### config.mk
export PLATFORM = sky130hd
export DESIGN_NAME = cagc_regs
export DESIGN_NICKNAME = d
export VERILOG_FILES = /design/src/rtl/cagc_pkg.sv /design/src/rtl/cagc_regs.sv
export VERILOG_INCLUDE_DIRS = /design/src /design/src/rtl
export SDC_FILE = /design/constraint.sdc
export NUM_CORES = 1
export LEC_CHECK = 0
export BUFFER_PORTS_ARGS = -buffer_cell sky130_fd_sc_hd__buf_2
export CELL_PAD_IN_SITES_DETAIL_PLACEMENT = 0
export CELL_PAD_IN_SITES_GLOBAL_PLACEMENT = 1
export CORE_MARGIN = 1
export CORE_UTILIZATION = 45
export CTS_BUF_LIST = sky130_fd_sc_hd__clkbuf_8
export CTS_CLUSTER_DIAMETER = 60
export DETAILED_ROUTE_END_ITERATION = 6
export PLACE_DENSITY = 0.79
export SYNTH_ARGS = -nofsm -noshare
export SYNTH_HDL_FRONTEND = slang
export SYNTH_SLANG_ARGS = --single-unit
### constraint.sdc
create_clock -name mclk -period 5.4 [get_ports mclk]
set_input_delay 0.54 -clock mclk [delete_from_list [all_inputs] [get_ports mclk]]
set_output_delay 0.54 -clock mclk [all_outputs]
set_load 0.03 [all_outputs]
### src/rtl/cagc_cfg.svh
// Purpose: Offsets, field positions, reset values and timing figures of the cell gain block.
// Assumes: Control clock mclk at 20 MHz.
// Notes:   Definitions only.
`ifndef CAGC_CFG_SVH
`define CAGC_CFG_SVH
`define CAGC_ADDR_W          7
`define CAGC_OFF_CELL_CTRL   7'h24
`define CAGC_OFF_DRV_STAT    7'h25
`define CAGC_OFF_IRQ_STAT    7'h40
`define CAGC_OFF_IRQ_MASK    7'h41
`define CAGC_CELL_RESET      16'h0000
`define CAGC_CELL_WR_MASK    16'h3fff
`define CAGC_DRV_RESET       16'hfc00
`define CAGC_DRV_WR_MASK     16'h03f0
`define CAGC_DRV_FLAG_LSB    10
`define CAGC_CLK_MHZ         20
`define CAGC_POP_SHORT_MS    802
`define CAGC_POP_LONG_MS     4006
`define CAGC_IRQ_RESET       8'h00
`endif

### src/rtl/cagc_pkg.sv
// Purpose: Types shared by the cell gain register block.
// Assumes: Field layout follows the register table.
// Notes:   Structs are packed MSB first to match the register words.
package cagc_pkg;
  typedef struct packed {
    logic       rsvd;
    logic       cell_noise_flag;
    logic [2:0] noise_threshold_sel;
    logic [1:0] cell_hysteresis_sel;
    logic       cell_clip_step_en;
    logic [2:0] cell_target_level;
    logic [3:0] cell_time_const_sel;
    logic       cell_gain_loop_en;
  } cagc_cell_ctrl_type;
  typedef struct packed {
    logic [5:0] off_flags;
    logic       headphone_pop_reduce_en;
    logic       buzzer_route_disable;
    logic       speaker_two_to_buzzer_en;
    logic       speaker_one_to_buzzer_en;
    logic       pop_sequence_disable;
    logic       pop_sequence_duration;
    logic [3:0] rsvd;
  } cagc_drv_ctrl_type;
  typedef enum logic [1:0] {
    CAGC_POP_IDLE = 2'b00,
    CAGC_POP_RUN  = 2'b01,
    CAGC_POP_DONE = 2'b11
  } cagc_pop_state_type;
endpackage : cagc_pkg

### src/rtl/cagc_regs.sv
// Purpose: Cell input gain control and driver power-down status registers.
// Assumes: Live status inputs come from other clock domains and are synchronised here.
// Notes:   Register port answers every access; unmapped reads return zero.
`include "cagc_cfg.svh"
module cagc_regs #(
  parameter int unsigned POP_SHORT_CYC = `CAGC_POP_SHORT_MS * 1000 * `CAGC_CLK_MHZ,
  parameter int unsigned POP_LONG_CYC  = `CAGC_POP_LONG_MS * 1000 * `CAGC_CLK_MHZ
) (
  // Clock and reset
  input  wire logic                      mclk,
  input  wire logic                      rst_b,
  // Register port
  input  wire logic [`CAGC_ADDR_W-1:0]   reg_addr,
  input  wire logic [15:0]               reg_wdata,
  input  wire logic                      reg_wr,
  input  wire logic                      reg_rd,
  output logic      [15:0]               reg_rdata,
  // Live status from the analog side
  input  wire logic                      below_noise_in,
  input  wire logic [5:0]                driver_off_in,
  input  wire logic                      pop_start,
  // Controls to the analog side
  output cagc_pkg::cagc_cell_ctrl_type   cell_ctrl,
  output cagc_pkg::cagc_drv_ctrl_type    drv_ctrl,
  output logic                           pop_busy,
  output logic                           irq
);
  import cagc_pkg::*;

  logic [15:0]         cell_q;
  logic [15:0]         drv_q;
  logic                noise_s1_q;
  logic                noise_s2_q;
  logic [5:0]          off_s1_q;
  logic [5:0]          off_s2_q;
  logic                pop_s1_q;
  logic                pop_s2_q;
  logic                pop_s3_q;
  logic                noise_prev_q;
  logic [5:0]          off_prev_q;
  logic [7:0]          irq_stat_q;
  logic [7:0]          irq_mask_q;
  logic [31:0]         pop_cnt_q;
  cagc_pop_state_type  pop_state_q;
  logic                pop_done_ev;
  logic [7:0]          events;
  logic [15:0]         cell_view;
  logic [15:0]         drv_view;

  function automatic logic hit(input logic [`CAGC_ADDR_W-1:0] a,
                               input logic [`CAGC_ADDR_W-1:0] off);
    hit = (a == off);
  endfunction : hit

  // Level inputs come from other domains, so two flops before use.
  always_ff @(posedge mclk or negedge rst_b) begin
    if (!rst_b) begin
      noise_s1_q <= 1'b0;
      noise_s2_q <= 1'b0;
      off_s1_q   <= 6'h3f;
      off_s2_q   <= 6'h3f;
      pop_s1_q   <= 1'b0;
      pop_s2_q   <= 1'b0;
      pop_s3_q   <= 1'b0;
    end else begin
      noise_s1_q <= below_noise_in;
      noise_s2_q <= noise_s1_q;
      off_s1_q   <= driver_off_in;
      off_s2_q   <= off_s1_q;
      pop_s1_q   <= pop_start;
      pop_s2_q   <= pop_s1_q;
      pop_s3_q   <= pop_s2_q;
    end
  end

  // Read views: flag is meaningful only while the loop runs, so it reads 0 otherwise.
  always_comb begin
    cell_view     = cell_q & 16'h3fff;
    cell_view[14] = noise_s2_q & cell_q[0];
    drv_view      = {off_s2_q, drv_q[9:4], 4'h0};
  end

  // Cell control writes; reserved and flag bits are masked off.
  always_ff @(posedge mclk or negedge rst_b) begin
    if (!rst_b) begin
      cell_q <= `CAGC_CELL_RESET;
    end else if (reg_wr && hit(reg_addr, `CAGC_OFF_CELL_CTRL)) begin
      cell_q <= reg_wdata & `CAGC_CELL_WR_MASK & 16'hbfff;
    end
  end

  // Driver control writes; status flags ignore writes.
  always_ff @(posedge mclk or negedge rst_b) begin
    if (!rst_b) begin
      drv_q <= `CAGC_DRV_RESET;
    end else if (reg_wr && hit(reg_addr, `CAGC_OFF_DRV_STAT)) begin
      drv_q <= (reg_wdata & `CAGC_DRV_WR_MASK) | `CAGC_DRV_RESET;
    end
  end

  // Read data stand one cycle after the strobe only.
  always_ff @(posedge mclk or negedge rst_b) begin
    if (!rst_b) begin
      reg_rdata <= 16'h0000;
    end else if (reg_rd) begin
      if (hit(reg_addr, `CAGC_OFF_CELL_CTRL))      reg_rdata <= cell_view;
      else if (hit(reg_addr, `CAGC_OFF_DRV_STAT))  reg_rdata <= drv_view;
      else if (hit(reg_addr, `CAGC_OFF_IRQ_STAT))  reg_rdata <= {8'h00, irq_stat_q};
      else if (hit(reg_addr, `CAGC_OFF_IRQ_MASK))  reg_rdata <= {8'h00, irq_mask_q};
      else                                         reg_rdata <= 16'h0000;
    end else begin
      reg_rdata <= 16'h0000;
    end
  end

  // Pop sequence timer; a start while sequencing is suppressed is ignored and the timer stays idle.
  always_ff @(posedge mclk or negedge rst_b) begin
    if (!rst_b) begin
      pop_state_q <= CAGC_POP_IDLE;
      pop_cnt_q   <= 32'h0000_0000;
    end else begin
      unique case (pop_state_q)
        CAGC_POP_IDLE: begin
          if (pop_s2_q && !pop_s3_q && !drv_q[5]) begin
            pop_state_q <= CAGC_POP_RUN;
            pop_cnt_q   <= drv_q[4] ? POP_LONG_CYC - 32'd1 : POP_SHORT_CYC - 32'd1;
          end
        end
        CAGC_POP_RUN: begin
          if (pop_cnt_q == 32'h0000_0000) begin
            pop_state_q <= CAGC_POP_DONE;
          end else begin
            pop_cnt_q <= pop_cnt_q - 32'd1;
          end
        end
        CAGC_POP_DONE: begin
          pop_state_q <= CAGC_POP_IDLE;
        end
        default: begin
          pop_state_q <= CAGC_POP_IDLE;
        end
      endcase
    end
  end

  assign pop_done_ev = (pop_state_q == CAGC_POP_DONE);

  // Event sources: noise flag edges, any driver flag change, pop end.
  always_ff @(posedge mclk or negedge rst_b) begin
    if (!rst_b) begin
      noise_prev_q <= 1'b0;
      off_prev_q   <= 6'h3f;
    end else begin
      noise_prev_q <= cell_view[14];
      off_prev_q   <= off_s2_q;
    end
  end

  always_comb begin
    events      = 8'h00;
    events[0]   = cell_view[14] ^ noise_prev_q;
    events[1]   = |(off_s2_q ^ off_prev_q);
    events[2]   = pop_done_ev;
  end

  // Sticky status: a set in the clearing cycle wins.
  always_ff @(posedge mclk or negedge rst_b) begin
    if (!rst_b) begin
      irq_stat_q <= `CAGC_IRQ_RESET;
    end else begin
      if (reg_wr && hit(reg_addr, `CAGC_OFF_IRQ_STAT)) begin
        irq_stat_q <= (irq_stat_q & ~reg_wdata[7:0]) | events;
      end else begin
        irq_stat_q <= irq_stat_q | events;
      end
    end
  end

  always_ff @(posedge mclk or negedge rst_b) begin
    if (!rst_b) begin
      irq_mask_q <= `CAGC_IRQ_RESET;
    end else if (reg_wr && hit(reg_addr, `CAGC_OFF_IRQ_MASK)) begin
      irq_mask_q <= reg_wdata[7:0];
    end
  end

  // Outputs all come from flops.
  always_ff @(posedge mclk or negedge rst_b) begin
    if (!rst_b) begin
      cell_ctrl <= '0;
      drv_ctrl  <= `CAGC_DRV_RESET;
      pop_busy  <= 1'b0;
      irq       <= 1'b0;
    end else begin
      cell_ctrl <= cell_view;
      drv_ctrl  <= drv_view;
      pop_busy  <= (pop_state_q == CAGC_POP_RUN);
      irq       <= |(irq_stat_q & irq_mask_q);
    end
  end
endmodule : cagc_regs

==> impl_metrics.ini <==
[final_layout]
area_growth_pct = 16.8
stdcell_count = 687
nNetsFinal = 564
fillCellCount = 1017
drive_gt1_share_pct = 30.9
multi_input_area_sq_um = 2050
seqCellArea_sq_um = 3330
antennaDiodeCount = 0

[critical_path]
r2r_end = pop_cnt_q[14]
worstPathMaxFanout = 14
cpPeakStageDelay_ns = 0.71
end_kind = register
crit_slowest_cell = o31ai_2
crit_arrival_ns = 3.13
r2r_setup_slack_ns = 2.59
path_class = reg -> reg
worstPathRequired_ns = 5.72
start_kind = register
r2r_start = pop_cnt_q[10]
reg2reg_depth = 6
crit_path_cell_trace = nor4_2 > nand4_2 > o31ai_2 > buf_4 > o21ba_2 > o22a_1

[cts]
numCtsBuffers = 17
worstSkewPairLatency_ns = 0.43
cts_resized = 0
clk_pin_slew_worst_paths_ns = 0.08
cts_setup_buffers = 0
clock-root-buffer = clkbuf_8
htree_levels = 4
cts_tree = built
cts_hold_buf = 0
clockBufferDepth = 2
cts_sinks = 132

[logic_synthesis]
synth_cell_types = 62
synth_flop_cell = dfrtp_1
yosysTopAreaCellShare_pct = 51.8
synth_area_per_cell_sq_um = 12.2
synthTopCellsByCount = dfrtp_1 (114), nor2_1 (23), mux2_2 (22)
syn_area_sq_um = 5510
syn_inst = 450
synthArstFlopShare_pct = 100
yosysMostFrequentCell = dfrtp_1
netlist_top_cells_area = dfrtp_1 (52%), dfstp_2 (8.6%), mux2_2 (4.5%)
ys.warnings.count = 0
ys_seq_area_share_pct = 60.4
synth_top_cell_by_area = dfrtp_1
synth.ff_latch_count = 132
synth_edf_count = 0

[global_routing]
grt_overflow = 0
grt_pass1_wl_microns = 19200
grt_use_total_pct = 19.8
grt_pass1_vias = 3693
antenna_found_initial = 0
grt_max_degree = 84

[die]
row_count = 40
dieHeight_microns = 113
die_w_microns = 113
start_util_pct = 46.0
dieArea_sq_um = 12700
io_pins = 85
core-area_sq_um = 12000

[power_and_ir_drop]
power_mw = 2.44
power-per-cell-area_nw_per_um2 = 379
p_leak_nw = 2.93
vdd_ir_drop_max_uv = 125

[sta]
final-setup-viol-count = 0
tightestPinTransition_ns = 0.992
setup_ws_ns = 2.59
min_period_ns = 2.81
fin_tns_setup_ns = 0
final_max_slew_viol_count = 0
period_share_pct = 52.1
fmax_mhz = 355
skew_ns = 0.0108
rsz0062_at_grt = false
slew_headroom_pct = 33.8
hold_violations = 0

[placement]
numPortBuffers = 77
place_congestion = 0.870
dp_hpwl_microns = 7970
dp_cells = 656
dp_slack_ns = 2.46

[route]
drt-vias-per-instance = 5.56
drtIter0Drc = 205
dr.pass1.iters = 4
drc = 0
ant_nets = 0
num_vias = 3822
wirelength_microns = 11700
drt-wirelength-per-cell_microns = 17.1

[worst_hold_path]
worstHoldEndpoint = off_s1_q[3]
hold_depth = 1
worstHoldPathType = in -> reg
min_from = driver_off_in[3]

[run]
maxCapViolCount = 0

[run_status]
outcome = finished clean
## state kept, by name, summed over array words and instances (netlist names)
register,count
pop_s3_q,1
irq,1
off_s1_q,6
pop_s2_q,1
irq_mask_q,8
cell_ctrl,15
pop_cnt_q,32
pop_state_q,2
drv_ctrl,12
pop_busy,1
cell_q,14
irq_stat_q,8
noise_s1_q,1
drv_q,6
reg_rdata,16
noise_s2_q,1
pop_s1_q,1
off_s2_q,6
## cell usage in the layout, fill, tap and decap left out, types with 8 or more instances in the layout
cell,count
dfrtp_1,114
buf_2,76
nor2_1,23
mux2_2,22
nand2_1,21
a21oi_1,19
or4_1,18
clkbuf_8,18
dfstp_2,18
o31ai_1,17
nand3_1,16
o21ai_0,13
nor3_1,12
or3_1,11
mux2i_1,10
a22oi_1,10
nor4_1,8
mux2_1,8
## critical path: cells and delay by family, from the launching register on
kind,cells,cell delay (ns)
AO/OA/AOI/OAI,3,1.06
buffers and inverters,1,0.31
AND/OR/NAND/NOR,2,0.90
flip-flops,1,0.43
## how the worst max path moves through the flow
| stage | start | to | cells past startpoint |
|---|---|---|---|
| global route | pop_cnt_q[2] | pop_cnt_q[14] | 6 |
| CTS | pop_cnt_q[10] | pop_cnt_q[14] | 6 |
| finish | pop_cnt_q[10] | pop_cnt_q[14] | 6 |
| global placement | reg_addr[4] | irq_stat_q[1] | 6 |
| detailed placement | reg_addr[4] | irq_stat_q[1] | 6 |
| floorplan | reg_addr[4] | cell_q[4] | 5 |
## layer usage
metal / GRT usage [%] / share of wire, % / vias up
li1: - / - / 1828
met1: 26.7 / 45 / 1884
met2: 30.3 / 49 / 97
met3: 4.75 / 4.0 / 13
met4: 8.98 / 1.6 / 0
met5: 0 / 0 / -
## final cells by class
cell class	instances	share of cell area [%]
clock buffer	18	3.85
clock inverter	13	2.84
inverter	5	0.292
multi-input combinational	291	31.9
sequential	132	51.7
tap	147	2.86
timing repair buffer	81	6.50
## stage by stage
| stage | utilization, % | area (sq um) | hold WS [ns] |
|---|---|---|---|
| 2_1_floorplan | - | 5520 | 0.244 |
| 3_3_place_gp | 50.2 | 6000 | 0.335 |
| 3_5_place_dp | 50.2 | 6000 | 0.335 |
| 4_1_cts | 53.8 | 6430 | 0.178 |
| 5_1_grt | 53.8 | 6430 | 0.180 |
| 6_report | 53.8 | 6430 | 0.212 |
## cell families (layout without fill, tap and decap cells)
family | Yosys count | in the layout | share of synthesized area, %
simple gates | 143 | 143 | 15.1
flops | 132 | 132 | 60.4
compound gates | 93 | 93 | 12.0
mux | 40 | 40 | 7.95
buf+inv | 31 | 117 | 2.75
xor+xnor | 9 | 9 | 1.43
fa+ha+maj | 1 | 1 | 0.227
other cells | 1 | 5 | 0.0681
## report_power, final
part,switching [mW],internal (mW)
Combinational,0.200,0.135
Sequential,0.107,1.10
Clock,0.381,0.512
Total,0.687,1.75
(Power assumes the default switching activity.)
